`config.mk`:
```
export PLATFORM = sky130hd
export DESIGN_NAME = pmc_pad_mode_clk_out
export DESIGN_NICKNAME = d
export VERILOG_FILES = /design/src/hdl/pmc_pkg.sv /design/src/hdl/pmc_pad_mode_clk_out.sv /design/src/hdl/pmc_pad_ctrl.sv /design/src/hdl/pmc_clk_route.sv
export SDC_FILE = /design/constraint.sdc
export NUM_CORES = 1
export LEC_CHECK = 0
export BUFFER_PORTS_ARGS = -buffer_cell sky130_fd_sc_hd__buf_4
export CAP_MARGIN = 0
export CORE_MARGIN = 2
export CORE_UTILIZATION = 52
export CTS_CLUSTER_DIAMETER = 200
export DETAILED_ROUTE_END_ITERATION = 10
export PLACE_DENSITY_LB_ADDON = 0.12
export SLEW_MARGIN = 15
export SYNTH_ARGS = -nofsm -noshare
export SYNTH_HDL_FRONTEND = slang
export SYNTH_SLANG_ARGS = --single-unit
```
`constraint.sdc`:
```
create_clock -name core_clk -period 3.5 [get_ports core_clk]
set_input_delay 0.35 -clock core_clk [delete_from_list [all_inputs] [get_ports core_clk]]
set_output_delay 0.35 -clock core_clk [all_outputs]
set_load 0.02 [all_outputs]
```
`src/hdl/pmc_pkg.sv`:
```
// Purpose: shared constants and types for the pad mode and clock-out block
// Assumes: 32-bit APB addresses compared in full
// Notes:   mode words are 16 bits wide, upper bits of the bus word read zero
`default_nettype none
package pmc_pkg;
  // register byte addresses
  localparam logic [31:0] ADDR_PIN12_MODE = 32'h5002_0688;
  localparam logic [31:0] ADDR_PIN13_MODE = 32'h5002_068C;
  localparam logic [31:0] ADDR_PIN14_MODE = 32'h5002_0690;
  localparam logic [31:0] ADDR_PIN15_MODE = 32'h5002_0694;
  localparam logic [31:0] ADDR_CLK_SEL    = 32'h5002_06A0;
  localparam logic [31:0] MODE_STRIDE     = 32'h0000_0004;
  localparam int          MAX_PINS        = 4;

  // pin mode fields
  localparam int          OSTAGE_BIT      = 10;
  localparam int          PULL_MSB        = 9;
  localparam int          PULL_LSB        = 8;
  localparam int          FUNC_MSB        = 5;
  localparam logic [15:0] MODE_RST        = 16'h0200;
  localparam logic [15:0] MODE_WMASK      = 16'h073F;
  localparam logic [1:0]  PULL_NONE       = 2'h0;
  localparam logic [1:0]  PULL_UP         = 2'h1;
  localparam logic [1:0]  PULL_DOWN       = 2'h2;
  localparam logic [1:0]  PULL_OUTPUT     = 2'h3;

  // clock-to-pin fields
  localparam int          DIVCLK_BIT      = 9;
  localparam int          RCCLK_BIT       = 8;
  localparam int          XTALCLK_BIT     = 7;
  localparam logic [15:0] CLK_RST         = 16'h0000;
  localparam logic [15:0] CLK_WMASK       = 16'h03F0;

  typedef struct packed {
    logic       out_en;
    logic       pull_up;
    logic       pull_down;
    logic       open_drain;
    logic [5:0] func;
  } pmc_pad_t;

  localparam pmc_pad_t PAD_RST = '{out_en: 1'b0, pull_up: 1'b0, pull_down: 1'b1,
                                   open_drain: 1'b0, func: 6'h00};

  typedef enum logic [0:0] {
    ST_IDLE   = 1'b0,
    ST_ANSWER = 1'b1
  } pmc_apb_st_t;
endpackage
`default_nettype wire

```
`src/hdl/pmc_pad_mode_clk_out.sv`:
```
// Purpose: pin mode registers for port1 pins 12..15 and clock-to-pin select
// Assumes: one clock, APB slave with one wait state, asynchronous reset
// Notes:   unmapped addresses answer with pslverr and read zero
`default_nettype none
module pmc_pad_mode_clk_out #(
  parameter int NUM_PINS = 4
) (
  input  wire logic              core_clk,
  input  wire logic              resetn,
  input  wire logic              psel,
  input  wire logic              penable,
  input  wire logic              pwrite,
  input  wire logic [31:0]       paddr,
  input  wire logic [31:0]       pwdata,
  output var  logic [31:0]       prdata,
  output var  logic              pready,
  output var  logic              pslverr,
  input  wire logic [NUM_PINS-1:0] adc_mode,
  input  wire logic              divided_system_clock,
  input  wire logic              internal_rc_oscillator,
  input  wire logic              crystal_oscillator_clock,
  output var  pmc_pkg::pmc_pad_t pad_ctrl [NUM_PINS],
  output var  logic              port0_pin8_clk,
  output var  logic              port1_pin2_clk,
  output var  logic              port0_pin11_clk
);
  if (NUM_PINS < 1 || NUM_PINS > pmc_pkg::MAX_PINS) begin : g_bad_pins
    $error("NUM_PINS must lie between 1 and 4");
  end

  // register state
  logic [15:0]          mode_r   [NUM_PINS];
  logic [15:0]          mode_nxt [NUM_PINS];
  logic [15:0]          clk_r;
  logic [15:0]          clk_nxt;

  // bus state
  pmc_pkg::pmc_apb_st_t st_r;
  pmc_pkg::pmc_apb_st_t st_nxt;
  logic [31:0]          prdata_nxt;
  logic                 pready_nxt;
  logic                 pslverr_nxt;
  logic                 commit;
  logic                 hit_any;
  logic [15:0]          rd_word;

  function automatic logic pin_hit(input logic [31:0] a, input int idx);
    logic [31:0] base;
    base = pmc_pkg::ADDR_PIN12_MODE + 32'(idx) * pmc_pkg::MODE_STRIDE;
    return a == base;
  endfunction

  function automatic logic clk_hit(input logic [31:0] a);
    return a == pmc_pkg::ADDR_CLK_SEL;
  endfunction

  // address decode and read mux
  always_comb begin
    hit_any = clk_hit(paddr);
    rd_word = 16'h0000;
    if (clk_hit(paddr)) begin
      rd_word = clk_r & pmc_pkg::CLK_WMASK;
    end
    for (int i = 0; i < NUM_PINS; i++) begin
      if (pin_hit(paddr, i)) begin
        hit_any = 1'b1;
        rd_word = mode_r[i] & pmc_pkg::MODE_WMASK;
      end
    end
  end

  // bus sequencing: answer on the second access cycle, write at that edge
  always_comb begin
    st_nxt      = st_r;
    pready_nxt  = 1'b0;
    pslverr_nxt = 1'b0;
    prdata_nxt  = 32'h0000_0000;
    commit      = 1'b0;
    case (st_r)
      pmc_pkg::ST_IDLE: begin
        if (psel && penable) begin
          st_nxt      = pmc_pkg::ST_ANSWER;
          pready_nxt  = 1'b1;
          pslverr_nxt = !hit_any;
          prdata_nxt  = pwrite ? 32'h0000_0000 : {16'h0000, rd_word};
        end
      end
      pmc_pkg::ST_ANSWER: begin
        st_nxt = pmc_pkg::ST_IDLE;
        commit = psel && penable && pwrite;
      end
      default: begin
        st_nxt = pmc_pkg::ST_IDLE;
      end
    endcase
  end

  always_ff @(posedge core_clk or negedge resetn) begin
    if (!resetn) begin
      st_r    <= pmc_pkg::ST_IDLE;
      prdata  <= 32'h0000_0000;
      pready  <= 1'b0;
      pslverr <= 1'b0;
    end else begin
      st_r    <= st_nxt;
      prdata  <= prdata_nxt;
      pready  <= pready_nxt;
      pslverr <= pslverr_nxt;
    end
  end

  // register writes; reserved mode bits never store
  always_comb begin
    clk_nxt = clk_r;
    if (commit && clk_hit(paddr)) begin
      clk_nxt = pwdata[15:0] & pmc_pkg::CLK_WMASK;
    end
    for (int i = 0; i < NUM_PINS; i++) begin
      mode_nxt[i] = mode_r[i];
      if (commit && pin_hit(paddr, i)) begin
        mode_nxt[i] = pwdata[15:0] & pmc_pkg::MODE_WMASK;
      end
    end
  end

  always_ff @(posedge core_clk or negedge resetn) begin
    if (!resetn) begin
      clk_r <= pmc_pkg::CLK_RST;
      for (int i = 0; i < NUM_PINS; i++) begin
        mode_r[i] <= pmc_pkg::MODE_RST;
      end
    end else begin
      clk_r <= clk_nxt;
      for (int i = 0; i < NUM_PINS; i++) begin
        mode_r[i] <= mode_nxt[i];
      end
    end
  end

  // pad control per pin
  for (genvar g = 0; g < NUM_PINS; g++) begin : g_pad
    pmc_pad_ctrl u_pad (
      .core_clk (core_clk),
      .resetn   (resetn),
      .mode     (mode_r[g]),
      .adc_mode (adc_mode[g]),
      .pad      (pad_ctrl[g])
    );
  end

  // the pin's own mode must already be plain output; this block does not check it
  pmc_clk_route u_clk (
    .core_clk                 (core_clk),
    .resetn                   (resetn),
    .divclk_en                (clk_r[pmc_pkg::DIVCLK_BIT]),
    .rcclk_en                 (clk_r[pmc_pkg::RCCLK_BIT]),
    .xtalclk_en               (clk_r[pmc_pkg::XTALCLK_BIT]),
    .divided_system_clock     (divided_system_clock),
    .internal_rc_oscillator   (internal_rc_oscillator),
    .crystal_oscillator_clock (crystal_oscillator_clock),
    .port0_pin8_clk           (port0_pin8_clk),
    .port1_pin2_clk           (port1_pin2_clk),
    .port0_pin11_clk          (port0_pin11_clk)
  );
endmodule
`default_nettype wire

```
`src/hdl/pmc_pad_ctrl.sv`:
```
// Purpose: turns one pin mode word into registered pad controls
// Assumes: adc_mode is synchronous to core_clk
// Notes:   one cycle from register change to pad change
`default_nettype none
module pmc_pad_ctrl (
  input  wire logic              core_clk,
  input  wire logic              resetn,
  input  wire logic [15:0]       mode,
  input  wire logic              adc_mode,
  output var  pmc_pkg::pmc_pad_t pad
);
  pmc_pkg::pmc_pad_t pad_nxt;
  logic [1:0]        pull;

  always_comb begin
    pull               = mode[pmc_pkg::PULL_MSB:pmc_pkg::PULL_LSB];
    pad_nxt.pull_up    = (pull == pmc_pkg::PULL_UP) && !adc_mode;
    pad_nxt.pull_down  = (pull == pmc_pkg::PULL_DOWN) && !adc_mode;
    // output code drives the pin and leaves both resistors off
    pad_nxt.out_en     = (pull == pmc_pkg::PULL_OUTPUT) && !adc_mode;
    pad_nxt.open_drain = mode[pmc_pkg::OSTAGE_BIT];
    pad_nxt.func       = mode[pmc_pkg::FUNC_MSB:0];
  end

  always_ff @(posedge core_clk or negedge resetn) begin
    if (!resetn) begin
      pad <= pmc_pkg::PAD_RST;
    end else begin
      pad <= pad_nxt;
    end
  end
endmodule
`default_nettype wire

```
`src/hdl/pmc_clk_route.sv`:
```
// Purpose: gates the three source clocks onto their dedicated pins
// Assumes: source clocks are sampled as synchronous levels of core_clk
// Notes:   a flop sits in each path, so pins carry a sampled copy only
`default_nettype none
module pmc_clk_route (
  input  wire logic core_clk,
  input  wire logic resetn,
  input  wire logic divclk_en,
  input  wire logic rcclk_en,
  input  wire logic xtalclk_en,
  input  wire logic divided_system_clock,
  input  wire logic internal_rc_oscillator,
  input  wire logic crystal_oscillator_clock,
  output var  logic port0_pin8_clk,
  output var  logic port1_pin2_clk,
  output var  logic port0_pin11_clk
);
  logic pin8_nxt;
  logic pin2_nxt;
  logic pin11_nxt;

  always_comb begin
    pin8_nxt  = divclk_en && divided_system_clock;
    pin2_nxt  = rcclk_en && internal_rc_oscillator;
    pin11_nxt = xtalclk_en && crystal_oscillator_clock;
  end

  always_ff @(posedge core_clk or negedge resetn) begin
    if (!resetn) begin
      port0_pin8_clk  <= 1'b0;
      port1_pin2_clk  <= 1'b0;
      port0_pin11_clk <= 1'b0;
    end else begin
      port0_pin8_clk  <= pin8_nxt;
      port1_pin2_clk  <= pin2_nxt;
      port0_pin11_clk <= pin11_nxt;
    end
  end
endmodule
`default_nettype wire

```
# [After elaboration in Yosys (flattened, before gate mapping)]
# Index checks and enable logic that the tools add are counted.
# W data, S select, Z words.
[op_classes] eq_ne=17 n_mux=18 bitwise=1 reduce_logical=27
[ops] op="$eq A32 B31 Y1 const B" n=5
[ops] op="$mux W11" n=4
[ops] op="$mux W16" n=2
[ops] op="$mux W32" n=1
[ops] op="$logic_and A1 B1 Y1" n=22
[ops] op="$eq A2 B2 Y1 const B" n=8
[ops] op="$mux W10" n=1
[ops] op="$mux W1" n=9
[ops] op="$eq A2 B1 Y1 const B" n=4
[ops] op="$logic_not A1 Y1" n=5
[ops] op="$pmux W1 S2" n=1
[ops] op="$not A1 Y1" n=1
[word_totals] ff_bits=120 input_bits=76 output_inout_bits=77

# [Longest topological paths before layout]
[depth] ltp_word=9 depth_mapped=6

# [Hierarchy]
# From an unflattened synthesis, not the netlist that was laid out.
[unflattened] hier_cells=265 hier_area_um2=3877.5
[by_module_without_submodules] mod="pmc_pad_mode_clk_out" n_inst=1 cells_each=207 area_per_inst_um2=2677.6 seq_area_each_um2=1381.3
[by_module_without_submodules] mod="pmc_pad_ctrl" n_inst=4 cells_each=13 area_per_inst_um2=276.5 seq_area_each_um2=251.5
[by_module_without_submodules] mod="pmc_clk_route" n_inst=1 cells_each=6 area_per_inst_um2=93.8 seq_area_each_um2=75.1

# [Least setup slack after synthesis]
# Ideal clock, no wire load.
[synth_path] kind="input to register" startpoint="in paddr[22]" endpoint="reg mode_r[16] in the netlist's numbering" setup_time_ns=0.125 arrival_time_ns=1.884 required_ns=3.375 slack_ns=1.491 cell_stages=4 n_path_buf=0 path_cell_list="nor4_1 nand3_2 nor4_4 mux2_2"
[synth_between] elab_chain_len=2
[synth_rtl] element="from (decl)" line_no="pmc_pad_mode_clk_out.sv:13" text="input wire logic [31:0] paddr,"
[synth_rtl] element="$eq A32 B31 Y1" line_no="pmc_pad_mode_clk_out.sv:50" text="return a == base;"
[synth_rtl] element="$logic_and A1 B1 Y1" line_no="pmc_pad_mode_clk_out.sv:120" text="if (commit && pin_hit(paddr, i)) begin"
[synth_rtl] element="to (signal, indexed assignment)" line_no="pmc_pad_mode_clk_out.sv:130" text="mode_r[i] <= pmc_pkg::MODE_RST;"
[synth_rtl] element="to (signal, indexed assignment)" line_no="pmc_pad_mode_clk_out.sv:135" text="mode_r[i] <= mode_nxt[i];"
[synth_rtl] element="to (decl)" line_no="pmc_pad_mode_clk_out.sv:32" text="logic [15:0] mode_r [NUM_PINS];"
# No other way between the ends.
# A chain may end at the register's enable or synchronous reset.

==> impl_metrics.env <==
export IMPL_status="completed"
export IMPL_startpoint_type="flip-flop"
export IMPL_p_per_area_nw_per_um2=418
export IMPL_fmax_mhz=450
export IMPL_crit_path_end="mode_r[50]"
export IMPL_die_area_um2=8240
export IMPL_clock_latency_ns=0.36
export IMPL_grt_pass1_vias=2451
export IMPL_synth_distinct_cells=41
export IMPL_diodes=0
export IMPL_fill_cells=566
export IMPL_io_buffers=110
export IMPL_ctsHoldBuffers=0
export IMPL_drive_gt1_frac=0.513
export IMPL_fin_tns_setup_ns=0
export IMPL_ir_worst_vdd_mv=0.209
export IMPL_final_nets=453
export IMPL_crit_cells=3
export IMPL_cts_tree="built"
export IMPL_cts_max_level=3
export IMPL_initial_core_util=0.537
export IMPL_dp_hpwl_mm=5.30
export IMPL_viasPerCell=5.20
export IMPL_die_h_um=90.8
export IMPL_crit_path_max_fanout=9
export IMPL_synthCells=262
export IMPL_cts_reportedPaths_clkPinSlew_ns=0.10
export IMPL_synthArstFlopShare=1.00
export IMPL_gp_congestion=0.736
export IMPL_worstHoldStart="adc_mode[3]"
export IMPL_r2r_start="pready"
export IMPL_coreArea_um2=7290
export IMPL_setup_viol_count_final=0
export IMPL_antenna_found_initial=0
export IMPL_required_ns=3.75
export IMPL_cp_top_family="simple AND/OR/NAND/NOR gates"
export IMPL_grt_max_degree=81
export IMPL_finalMaxSlewViolations=0
export IMPL_slew_headroom=0.363
export IMPL_synth_avg_cell_area_um2=14.9
export IMPL_hold_violations=0
export IMPL_critPathBufInv=0
export IMPL_grt_pass1_wl_mm=12.7
export IMPL_cp_slowest_cell="nor4_4"
export IMPL_dr_pass1_iters=4
export IMPL_crit_type="flip-flop to flip-flop"
export IMPL_cts_buffer_depth=2
export IMPL_drc_errors=0
export IMPL_fin_util=0.685
export IMPL_synth_top_flop_cell="dfrtp_1"
export IMPL_grt_total_usage=0.201
export IMPL_synth_edf_count=0
export IMPL_yosys_warnings=0
export IMPL_ant_nets=0
export IMPL_drt_wl_total_mm=7.81
export IMPL_grt_overflow_total=0
export IMPL_cp_startpoint="pready"
export IMPL_path_cells="nand4_1 -> nor4_4 -> mux2_2"
export IMPL_drtIter0Drc=76
export IMPL_ios=153
export IMPL_routedWlPerCell_um=16.2
export IMPL_area_growth_pct=27.5
export IMPL_ys_ff_latch=98
export IMPL_syn_area_um2=3920
export IMPL_hold_class="primary input to flip-flop"
export IMPL_skew_ns=0.0107
export IMPL_reg2reg_to="mode_r[50]"
export IMPL_crit_path_end_kind="flip-flop"
export IMPL_vias=2500
export IMPL_root_buffer="clkbuf_8"
export IMPL_rows=31
export IMPL_tightest_slew_ns=0.956
export IMPL_post_cts_buffers=0
export IMPL_cts_buffers=9
export IMPL_die_width_um=90.8
export IMPL_rsz0062_at_grt="false"
export IMPL_final_min_clock_period_ns=2.22
export IMPL_leakage_uw=0.00258
export IMPL_drv_cap=0
export IMPL_clock_sinks=98
export IMPL_rrSetupSlack_ns=1.28
export IMPL_worstPathArrival_ns=2.47
export IMPL_slowest_delay_ns=0.85
export IMPL_rr_worst_depth=3
export IMPL_post_route_period_util=0.636
export IMPL_ctsResizeCount=0
export IMPL_yosysSeqAreaShare=0.629
[final cells by class]
class                           instances  area, µm²  share of cell area
Multi-Input combinational cell        152       1320               0.265
Tap cell                               99        124              0.0248
Timing Repair Buffer                  112        841               0.168
Inverter                                4       15.0             0.00301
Clock inverter                          7        108              0.0215
Sequential cell                        98       2460               0.493
Clock buffer                            9        124              0.0248
[worst min path at each step]
stage,slack [ns],cells past startpoint,to
floorplan,0.05,0,clk_r[4]
global placement,0.38,0,g_pad[3].u_pad.pad[6]
detailed placement,0.39,0,g_pad[1].u_pad.pad[0]
CTS,0.1,2,g_pad[3].u_pad.pad[7]
global route,0.09,2,g_pad[3].u_pad.pad[7]
finish,0.11,2,g_pad[3].u_pad.pad[7]
[routing by layer]
metal	vias to the layer above	global-route usage	wire (µm)
met1	1224	0.268	3140
met3	12	0.0526	584
met5	-	0	0
met4	0	0.0795	143
li1	1144	-	-
met2	120	0.316	3940
[stage by stage]
stage / cell area [µm²] / instances / setup slack (ns) / hold WS, ns / total power, µW
2_1_floorplan: 3990 / 282 / 1.49 / 0.0544 / 1220
3_3_place_gp: 4760 / 465 / 0.977 / 0.381 / 1280
3_5_place_dp: 4760 / 465 / 0.929 / 0.385 / 1290
4_1_cts: 4990 / 481 / 1.25 / 0.0980 / 2110
5_1_grt: 4990 / 481 / 1.13 / 0.0910 / 2180
6_report: 4990 / 481 / 1.28 / 0.110 / 2090
[flip-flops by register name, indices dropped and copies added, names as in the netlist]
signal	count
prdata	11
u_clk.port0_pin11_clk	1
pslverr	1
mode_r	36
u_clk.port0_pin8_clk	1
pready	1
u_clk.port1_pin2_clk	1
clk_r	6
g_pad.u_pad.pad	40
[where the power goes]
group / internal [µW] / switching (µW)
registers: 1130 / 0.728
logic: 52.4 / 77.5
clock network: 416 / 410
[cells by family after synthesis]
| kind of cell | after synthesis | synth area share |
|---|---|---|
| compound gates | 24 | 0.0534 |
| buf+inv | 32 | 0.0530 |
| flops | 98 | 0.629 |
| other cells | 1 | 0.000958 |
| simple gates | 62 | 0.135 |
| mux | 45 | 0.128 |
[synthesized netlist by cell type, types with 2 or more instances]
master	n	area, µm²
inv_1	4	15.0
a21oi_1	3	15.0
dfrtp_1	90	2250
a22o_1	4	35.0
nor3b_1	11	82.6
dfstp_2	8	210
mux2_2	42	473
mux2i_1	3	30.0
nor3_1	6	30.0
buf_4	21	158
a221oi_2	3	45.0
nor4_1	2	12.5
clkbuf_1	5	18.8
and3b_1	4	35.0
a221oi_1	8	70.1
nor4_4	5	106
nand3_1	11	55.1
nor2b_1	4	25.0
and2_1	6	37.5
[cell usage in the layout (no fill, tap or decap), drive strengths merged, types with 3 or more instances in the layout]
| cell type | Yosys | routed |
|---|---|---|
| nor2b | 4 | 4 |
| mux2i | 3 | 3 |
| mux2 | 42 | 42 |
| conb | 1 | 21 |
| nand3 | 12 | 12 |
| dfrtp | 90 | 90 |
| buf | 23 | 112 |
| nor3 | 6 | 6 |
| a22o | 4 | 4 |
| a21oi | 3 | 3 |
| inv | 4 | 7 |
| nor4 | 8 | 8 |
| and3b | 4 | 4 |
| a221oi | 11 | 11 |
| and2 | 6 | 6 |
| dfstp | 8 | 8 |
| clkbuf | 5 | 9 |
| nor3b | 12 | 12 |
No activity file was read; power rests on OpenSTA's default activity.
